==> src/hdl/bps_pkg.sv <==
// Constants, types and field layouts for the bridge PWM output steering block
// Contract
// - Two-bit mode field selects single, half-bridge, full forward or full reverse.
// - Duty is ten bits: high byte register on top, two low bits from control.
// - On period match the timer clears, output sets unless duty zero, duty latches.
// - Dead-band counts instruction cycles of four oscillator periods each.
// - Half-bridge drives PWM on pin a and its complement on pin b.
// - Half-bridge delays each output's activation by the seven-bit dead-band count.
// - Dead-band longer than an output's active time keeps it inactive all cycle.
// - Full-bridge uses all four pins; firmware makes all four outputs.
// - Forward: pin a active, pin d modulated, pins b and c inactive.
// - Reverse: pin c active, pin b modulated, pins a and d inactive.
// - A direction toggle in full-bridge takes effect from the next PWM cycle.
// - Three timer cycles before period end, blank modulated pins and swap statics.
// - After a swap, modulation resumes on the new pin at next period start.
// - Full-bridge applies no dead-band delay.
// - Two polarity bits set active level for pair a/c and pair b/d.
// - Period match flag sets as the second period begins, marking a full cycle.
package bps_pkg;

  ////////////////////////////////////////////////////////////////////////////
  // Register map
  localparam logic [7:0] ADDR_CTRL = 8'h00;
  localparam logic [7:0] ADDR_DUTY = 8'h01;
  localparam logic [7:0] ADDR_PERIOD = 8'h02;
  localparam logic [7:0] ADDR_TIMER = 8'h03;
  localparam logic [7:0] ADDR_AUX = 8'h04;
  localparam logic [7:0] ADDR_FLAG = 8'h05;
  localparam logic [7:0] ADDR_DIR = 8'h06;

  localparam logic [7:0] CTRL_RST = 8'h00;
  localparam logic [7:0] DUTY_RST = 8'h00;
  localparam logic [7:0] PERIOD_RST = 8'hFF;
  localparam logic [6:0] AUX_RST = 7'h00;
  localparam logic [3:0] DIR_RST = 4'hF;
  localparam int FLAG_BIT = 0;

  ////////////////////////////////////////////////////////////////////////////
  // Timing
  localparam int TOSC_NS = 25;
  localparam int CLK_NS = 25;
  localparam int OSC_PER_INSTR = 4;
  localparam int CLK_PER_INSTR = (OSC_PER_INSTR * TOSC_NS + CLK_NS - 1) / CLK_NS;
  localparam logic [1:0] PHASE_LAST = 2'(CLK_PER_INSTR - 1);
  localparam logic [8:0] SWAP_LEAD = 9'h004;

  ////////////////////////////////////////////////////////////////////////////
  // Types
  typedef enum logic [1:0]
  {
    MODE_SINGLE = 2'b00,
    MODE_FWD = 2'b01,
    MODE_HALF = 2'b10,
    MODE_REV = 2'b11
  } bps_mode_t;

  typedef enum logic [2:0]
  {
    ST_WAIT = 3'b001,
    ST_RUN = 3'b010,
    ST_SWAP = 3'b100
  } bps_state_t;

  typedef struct packed
  {
    bps_mode_t mode;
    logic [1:0] duty_low_bits;
    logic enable;
    logic spare;
    logic [1:0] pair_polarity_select;
  } bps_ctrl_t;

  typedef struct packed
  {
    logic d;
    logic c;
    logic b;
    logic a;
  } bps_pins_t;

endpackage : bps_pkg

==> src/hdl/bps_timebase.sv <==
// Period timer, duty double buffer and raw PWM waveform
`timescale 1ns/1ps
`default_nettype none
module bps_timebase
  import bps_pkg::*;
(
  input wire logic clk,
  input wire logic reset,
  input wire logic run,
  input wire logic [7:0] period_value,
  input wire logic [9:0] duty,
  output logic instr_tick,
  output logic new_period,
  output logic swap_point,
  output logic [7:0] timer_q,
  output logic pwm_q
);

  logic [1:0] phase_q;
  logic [1:0] phase_d;
  logic [7:0] timer_d;
  logic [9:0] duty_lat_q;
  logic [9:0] duty_lat_d;
  logic pwm_d;

  ////////////////////////////////////////////////////////////////////////////
  // Instruction cycle is four clocks; phase forms the low two time-base bits
  always_comb
  begin
    instr_tick = run && (phase_q == PHASE_LAST);
    new_period = instr_tick && (timer_q == period_value);
    swap_point = instr_tick && ((9'({1'b0, timer_q}) + SWAP_LEAD) == (9'({1'b0, period_value}) + 9'h001));
    phase_d = run ? 2'(phase_q + 2'h1) : 2'h0;
    timer_d = timer_q;
    duty_lat_d = duty_lat_q;
    pwm_d = pwm_q;
    if (!run)
    begin
      timer_d = 8'h00;
      pwm_d = 1'b0;
    end
    else if (new_period)
    begin
      timer_d = 8'h00;
      duty_lat_d = duty;
      pwm_d = (duty != 10'h000);
    end
    else
    begin
      if (instr_tick)
      begin
        timer_d = 8'(timer_q + 8'h01);
      end
      // Drop one clock early so the pulse spans exactly duty clocks
      if ({timer_q, phase_q} == 10'(duty_lat_q - 10'h001))
      begin
        pwm_d = 1'b0;
      end
    end
  end

  always_ff @(posedge clk)
  begin
    if (reset)
    begin
      phase_q <= 2'h0;
      timer_q <= 8'h00;
      duty_lat_q <= 10'h000;
      pwm_q <= 1'b0;
    end
    else
    begin
      phase_q <= phase_d;
      timer_q <= timer_d;
      duty_lat_q <= duty_lat_d;
      pwm_q <= pwm_d;
    end
  end

endmodule : bps_timebase
`default_nettype wire

==> src/hdl/bps_deadband.sv <==
// Rising-edge delay in instruction cycles for one half-bridge output
`timescale 1ns/1ps
`default_nettype none
module bps_deadband
  import bps_pkg::*;
(
  input wire logic clk,
  input wire logic reset,
  input wire logic instr_tick,
  input wire logic level,
  input wire logic [6:0] deadband_count,
  output logic out_q
);

  logic [6:0] cnt_q;
  logic [6:0] cnt_d;
  logic out_d;

  always_comb
  begin
    cnt_d = cnt_q;
    out_d = out_q;
    if (!level)
    begin
      cnt_d = 7'h00;
      out_d = 1'b0;
    end
    else if (!out_q)
    begin
      if (cnt_q == deadband_count)
      begin
        out_d = 1'b1;
      end
      else if (instr_tick)
      begin
        cnt_d = 7'(cnt_q + 7'h01);
      end
    end
  end

  always_ff @(posedge clk)
  begin
    if (reset)
    begin
      cnt_q <= 7'h00;
      out_q <= 1'b0;
    end
    else
    begin
      cnt_q <= cnt_d;
      out_q <= out_d;
    end
  end

endmodule : bps_deadband
`default_nettype wire

==> src/hdl/bps_steering.sv <==
// Enhanced PWM output steering: registers, bridge sequencing, pin drive
`timescale 1ns/1ps
`default_nettype none
module bps_steering
  import bps_pkg::*;
(
  input wire logic clk,
  input wire logic reset,
  input wire logic [7:0] reg_addr,
  input wire logic [7:0] reg_wdata,
  input wire logic reg_wr,
  input wire logic reg_rd,
  output logic [7:0] reg_rdata,
  output bps_pins_t pin_out,
  output bps_pins_t pin_oe
);

  ////////////////////////////////////////////////////////////////////////////
  // Register state
  bps_ctrl_t ctrl_q;
  bps_ctrl_t ctrl_d;
  logic [7:0] duty_high_byte_q;
  logic [7:0] duty_high_byte_d;
  logic [7:0] period_value_q;
  logic [7:0] period_value_d;
  logic [6:0] deadband_count_q;
  logic [6:0] deadband_count_d;
  logic period_match_flag_q;
  logic period_match_flag_d;
  logic [3:0] pin_direction_q;
  logic [3:0] pin_direction_d;
  logic [7:0] rdata_q;
  logic [7:0] rdata_d;

  // Bridge sequencing and pins
  bps_state_t state_q;
  bps_state_t state_d;
  logic reverse_q;
  logic reverse_d;
  bps_pins_t pins_q;
  bps_pins_t pins_d;

  logic instr_tick;
  logic new_period;
  logic swap_point;
  logic [7:0] timer_val;
  logic pwm_raw;
  logic db_a;
  logic db_b;
  logic active;
  logic full_mode;
  logic want_reverse;

  function automatic logic is_full(input bps_mode_t m);
    is_full = (m == MODE_FWD) || (m == MODE_REV);
  endfunction : is_full

  assign full_mode = is_full(ctrl_q.mode);
  assign want_reverse = ctrl_q.mode[1];
  assign active = (state_q != ST_WAIT);

  ////////////////////////////////////////////////////////////////////////////
  // Time base and dead-band stages
  bps_timebase u_timebase
  (
    .clk(clk),
    .reset(reset),
    .run(ctrl_q.enable),
    .period_value(period_value_q),
    .duty({duty_high_byte_q, ctrl_q.duty_low_bits}),
    .instr_tick(instr_tick),
    .new_period(new_period),
    .swap_point(swap_point),
    .timer_q(timer_val),
    .pwm_q(pwm_raw)
  );

  bps_deadband u_db_a
  (
    .clk(clk),
    .reset(reset),
    .instr_tick(instr_tick),
    .level(active && pwm_raw),
    .deadband_count(deadband_count_q),
    .out_q(db_a)
  );

  bps_deadband u_db_b
  (
    .clk(clk),
    .reset(reset),
    .instr_tick(instr_tick),
    .level(active && !pwm_raw),
    .deadband_count(deadband_count_q),
    .out_q(db_b)
  );

  ////////////////////////////////////////////////////////////////////////////
  // Register writes, flag and read data
  always_comb
  begin
    ctrl_d = ctrl_q;
    duty_high_byte_d = duty_high_byte_q;
    period_value_d = period_value_q;
    deadband_count_d = deadband_count_q;
    period_match_flag_d = period_match_flag_q;
    pin_direction_d = pin_direction_q;
    rdata_d = 8'h00;
    if (reg_wr)
    begin
      if (reg_addr == ADDR_CTRL)
      begin
        ctrl_d = bps_ctrl_t'(reg_wdata);
      end
      else if (reg_addr == ADDR_DUTY)
      begin
        duty_high_byte_d = reg_wdata;
      end
      else if (reg_addr == ADDR_PERIOD)
      begin
        period_value_d = reg_wdata;
      end
      else if (reg_addr == ADDR_AUX)
      begin
        deadband_count_d = reg_wdata[6:0];
      end
      else if (reg_addr == ADDR_FLAG)
      begin
        if (reg_wdata[FLAG_BIT])
        begin
          period_match_flag_d = 1'b0;
        end
      end
      else if (reg_addr == ADDR_DIR)
      begin
        pin_direction_d = reg_wdata[3:0];
      end
    end
    if (new_period)
    begin
      period_match_flag_d = 1'b1;
    end
    if (reg_rd)
    begin
      if (reg_addr == ADDR_CTRL)
      begin
        rdata_d = 8'(ctrl_q);
      end
      else if (reg_addr == ADDR_DUTY)
      begin
        rdata_d = duty_high_byte_q;
      end
      else if (reg_addr == ADDR_PERIOD)
      begin
        rdata_d = period_value_q;
      end
      else if (reg_addr == ADDR_TIMER)
      begin
        rdata_d = timer_val;
      end
      else if (reg_addr == ADDR_AUX)
      begin
        rdata_d = {1'b0, deadband_count_q};
      end
      else if (reg_addr == ADDR_FLAG)
      begin
        rdata_d = {7'h00, period_match_flag_q};
      end
      else if (reg_addr == ADDR_DIR)
      begin
        rdata_d = {4'h0, pin_direction_q};
      end
    end
  end

  always_ff @(posedge clk)
  begin
    if (reset)
    begin
      ctrl_q <= bps_ctrl_t'(CTRL_RST);
      duty_high_byte_q <= DUTY_RST;
      period_value_q <= PERIOD_RST;
      deadband_count_q <= AUX_RST;
      period_match_flag_q <= 1'b0;
      pin_direction_q <= DIR_RST;
      rdata_q <= 8'h00;
    end
    else
    begin
      ctrl_q <= ctrl_d;
      duty_high_byte_q <= duty_high_byte_d;
      period_value_q <= period_value_d;
      deadband_count_q <= deadband_count_d;
      period_match_flag_q <= period_match_flag_d;
      pin_direction_q <= pin_direction_d;
      rdata_q <= rdata_d;
    end
  end

  assign reg_rdata = rdata_q;

  ////////////////////////////////////////////////////////////////////////////
  // Start on a period boundary, direction change sequencing
  always_comb
  begin
    state_d = state_q;
    reverse_d = reverse_q;
    case (state_q)
      ST_WAIT:
      begin
        reverse_d = want_reverse;
        if (new_period)
        begin
          state_d = ST_RUN;
        end
      end
      ST_RUN:
      begin
        if (!ctrl_q.enable)
        begin
          state_d = ST_WAIT;
        end
        else if (!full_mode)
        begin
          reverse_d = want_reverse;
        end
        else if (want_reverse != reverse_q)
        begin
          if (swap_point)
          begin
            state_d = ST_SWAP;
            reverse_d = want_reverse;
          end
          else if (new_period)
          begin
            reverse_d = want_reverse;
          end
        end
      end
      ST_SWAP:
      begin
        if (!ctrl_q.enable)
        begin
          state_d = ST_WAIT;
        end
        else if (new_period)
        begin
          state_d = ST_RUN;
        end
      end
      default:
      begin
        state_d = ST_WAIT;
      end
    endcase
  end

  ////////////////////////////////////////////////////////////////////////////
  // Pin steering per mode, polarity per pair
  always_comb
  begin
    pins_d = '0;
    if (active)
    begin
      case (ctrl_q.mode)
        MODE_SINGLE:
        begin
          pins_d.a = pwm_raw;
        end
        MODE_HALF:
        begin
          pins_d.a = db_a;
          pins_d.b = db_b;
        end
        default:
        begin
          // Full bridge: raw waveform, modulation blanked during swap
          pins_d.a = !reverse_q;
          pins_d.d = !reverse_q && pwm_raw && (state_q != ST_SWAP);
          pins_d.c = reverse_q;
          pins_d.b = reverse_q && pwm_raw && (state_q != ST_SWAP);
        end
      endcase
    end
    pins_d.a = pins_d.a ^ ctrl_q.pair_polarity_select[0];
    pins_d.c = pins_d.c ^ ctrl_q.pair_polarity_select[0];
    pins_d.b = pins_d.b ^ ctrl_q.pair_polarity_select[1];
    pins_d.d = pins_d.d ^ ctrl_q.pair_polarity_select[1];
  end

  always_ff @(posedge clk)
  begin
    if (reset)
    begin
      state_q <= ST_WAIT;
      reverse_q <= 1'b0;
      pins_q <= '0;
    end
    else
    begin
      state_q <= state_d;
      reverse_q <= reverse_d;
      pins_q <= pins_d;
    end
  end

  assign pin_out = pins_q;
  assign pin_oe = bps_pins_t'(~pin_direction_q);

endmodule : bps_steering
`default_nettype wire

==> config.mk <==
export PLATFORM = sky130hd
export DESIGN_NAME = bps_steering
export DESIGN_NICKNAME = d
export VERILOG_FILES = /design/src/hdl/bps_pkg.sv /design/src/hdl/bps_timebase.sv /design/src/hdl/bps_deadband.sv /design/src/hdl/bps_steering.sv
export SDC_FILE = /design/constraint.sdc
export NUM_CORES = 1
export LEC_CHECK = 0
export BUFFER_PORTS_ARGS = -buffer_cell sky130_fd_sc_hd__buf_2
export CELL_PAD_IN_SITES_DETAIL_PLACEMENT = 0
export CELL_PAD_IN_SITES_GLOBAL_PLACEMENT = 1
export CORE_MARGIN = 1
export CORE_UTILIZATION = 51
export CTS_BUF_LIST = sky130_fd_sc_hd__clkbuf_8
export CTS_CLUSTER_DIAMETER = 50
export DETAILED_ROUTE_END_ITERATION = 12
export PLACE_DENSITY = 0.89
export SLEW_MARGIN = 20
export SYNTH_ARGS = -nofsm -noshare
export SYNTH_HDL_FRONTEND = slang
export SYNTH_SLANG_ARGS = --single-unit
==> constraint.sdc <==
create_clock -name clk -period 4.95 [get_ports clk]
set_input_delay 0.99 -clock clk [delete_from_list [all_inputs] [get_ports clk]]
set_output_delay 0.99 -clock clk [all_outputs]
set_load 0.03 [all_outputs]
==> run summary <==
Outcome = completed
Leak = 2.366 nW
Fin. max-slew vios = 0
First-pass GRT wire length = 19090 µm
Fin crit share = 55.30%
Clock Skews = 0.01485 ns
Cell with the most instances after synthesis = dfxtp_1
Met2 Usage GRT = 38.19%
Register area share after synthesis = 36.85%
Vias per cell = 5.861
Fill cells = 882
Critical path data arrival time = 2.94 ns
Die area = 9873 µm²
Multi-input gate area = 2841 µm²
Gate Count Post-Synth = 555
Ys async rst share = 0%
RSZ-0062 raised after global routing = no
Area leader, netlist = dfxtp_1
Ranking of synthesized cells by area = dfxtp_1 37%, mux2i_1 11%, xor2_1 8.0%, nor2_1 6.7%, xnor2_1 4.2%
Post-route ant nets = 0
Worst skew pair latency = 0.36 ns
Layout cells sized above 1 = 12.54%
GRT overflow = 0
Placer Congestion = 0.8519
Vias in the first global route = 3629
XOR/XNOR Fraction of Synth Area = 12.14%
H-tree depth = 3
Std-Cell Rows = 35
Main combinational cell family by area after synthesis = simple AND/OR/NAND/NOR gates
Initial antenna violation count = 0
CP startpoint kind = register
FF+latch area = 1782 µm²
Fin nets = 596
Clk root buf = clkbuf_8
CTS Buf Count = 9
Post-CTS Repair Setup Buffers = 0
Compound-cell area share of the yosys netlist = 9.498%
Slew headroom = 44.77%
Largest net degree at the start of global routing = 47
Post-Synth Adder-Cell Area = 1.812%
WHS = 0.5004 ns
Syn_nets = 582
Setup TNS = 0 ns
Top cell type's share of synthesized area = 36.85%
WP data required = 5.15 ns
Synth cell count leaders = 89 x dfxtp_1, 86 x nor2_1, 52 x mux2i_1, 44 x xor2_1, 38 x nand2_1
GR Layer Usage met1 = 36.05%
Drt total wl = 11660 µm
Critical path endpoint category = register
PostCTS Resize Cnt = 0
DP HPWL = 8691 µm
Fin cells = 685
Hold WC Path Type = reg -> reg
Max-Cap Viols = 0
Mux cell area share after synthesis = 12.40%
Syn_area_per_cell = 8.711 µm²
Number of remaining DRC errors = 0
Worst Min Path Start = u_timebase.phase_q[0]$_SDFF_PP0_
Number of diodes = 0
Fmax achieved = 365.3 MHz
IO Count = 36
Power per Cell Area = 239.5 nW/µm²
Register bit total from synthesis = 89
Synth Area in Simple Gates = 22.93%
DR WL/cell = 17.02 µm
Clock sink count = 89
Post-synth EDFFs = 0
Yosys warns = 0
Placed insts = 669
GRT Util Overall = 24.95%
Cell variety after synth = 60
Initial Util = 52.57%
# hold bufs at CTS = 0
Least-Margin Pin Slew = 0.8284 ns
GRT busiest layer = met2
Critical-path maximum fanout = 8
Main synth FF type = dfxtp_1
Iteration-0 DRC Markers = 233
Final-report hold violation count = 0
CTS tree = built
Critical path class = reg -> reg
Fin crit period = 2.737 ns
PortBufs = 35
Clock Pin Slew Worst Setup and Hold Paths = 0.10 ns
Max clock buf depth = 2
Met3 usage = 3.233%
Core area = 9196 µm²
Worst Setup SP = u_timebase.timer_q[2]$_SDFFE_PP0P_
Mapped Area = 4835 µm²
Area Growth Syn to Fin = 7.428%
Via count = 4015
Drt first pass iters = 5
Die H = 99.37 µm
Peak VDD IR = 152.4 µV
Endpoints failing setup = 0
Reg-to-Reg Start = u_timebase.timer_q[2]$_SDFFE_PP0P_
Chip width = 99.37 µm
## layout make-up
class | count | share of cell area [%]
multi-input combinational | 416 | 54.71
sequential | 89 | 34.31
timing repair buffer | 36 | 3.517
tap | 111 | 2.674
clock buffer | 10 | 2.650
inverter | 17 | 1.229
clock inverter | 6 | 0.9154
## through the flow
stage	cell area (µm²)	worst slack, ns	power (mW)	utilization (%)
after floorplan	4835	2.354	0.7642	-
after global placement	5009	1.920	0.7841	54.46
after detailed placement	5009	1.861	0.7849	54.46
after CTS	5194	2.233	1.252	56.48
after global routing	5194	2.069	1.291	56.48
final	5194	2.213	1.244	56.48
## layer usage
| metal | share of wire, % | routed length (µm) |
|---|---|---|
| met1 | 48 | 5601 |
| met2 | 44 | 5170 |
| met3 | 5.4 | 634 |
| met4 | 2.2 | 255 |
| met5 | 0 | 0 |
## sequential cells by signal (all words and copies together) (netlist names)
signal	count
u_timebase.duty_lat_q	10
ctrl_q	8
duty_high_byte_q	8
period_value_q	8
reg_rdata	8
u_timebase.timer_q	8
deadband_count_q	7
u_db_a.cnt_q	7
u_db_b.cnt_q	7
pin_direction_q	4
pin_out	4
state_q	3
u_timebase.phase_q	2
period_match_flag_q	1
reverse_q	1
u_db_a.out_q	1
u_db_b.out_q	1
u_timebase.pwm_q	1
## cell usage in the layout, fill, tap and decap left out, drive strengths merged, types with 6 or more instances in the layout
cell    netlist  final
a211oi        6      6
a21oi        13     13
and2         10     10
and3          7      7
buf          11     36
clkbuf       22     10
dfxtp        89     89
ha            7      7
inv          17     21
mux2i        52     52
nand2        39     39
nand3        21     21
nand4         9      9
nor2         86     86
nor3         15     15
nor4          9      9
o211ai        7      7
o21ai        15     15
xnor2        23     23
xor2         44     44
## kinds of logic (layout without fill, tap and decap cells)
kind of cell / Yosys count / in the layout
simple gates: 222 / 222
compound gates: 64 / 64
mux: 56 / 56
buf+inv: 50 / 69
xor+xnor: 67 / 67
fa+ha+maj: 7 / 7
flops: 89 / 89
## power breakdown
group          internal [mW]  switching (mW)  total, mW
Clock                  0.203           0.273      0.476
Sequential             0.716        0.000656      0.716
Combinational         0.0171          0.0347     0.0518
Total                  0.936           0.308       1.24
## worst max-delay path, stage by stage (launching register included)
cell and delay [ns]:
dfxtp_1 0.58, ha_1 0.34, nand3_4 0.14, or4_4 0.59
a2111oi_4 0.39, nor3_2 0.15, nor4_1 0.31, a211oi_1 0.09
## final timing paths
kind | endpoint | slack (ns) | depth (start not counted)
max reg2reg | state_q[1]$_SDFFE_PP0P_ | 2.21 | 7
max | state_q[1]$_SDFFE_PP0P_ | 2.21 | 7
min | u_timebase.phase_q[0]$_SDFF_PP0_ | 0.50 | 1
min reg2reg | u_timebase.phase_q[0]$_SDFF_PP0_ | 0.50 | 1
Note: power is estimated with default switching activity, not from simulation.
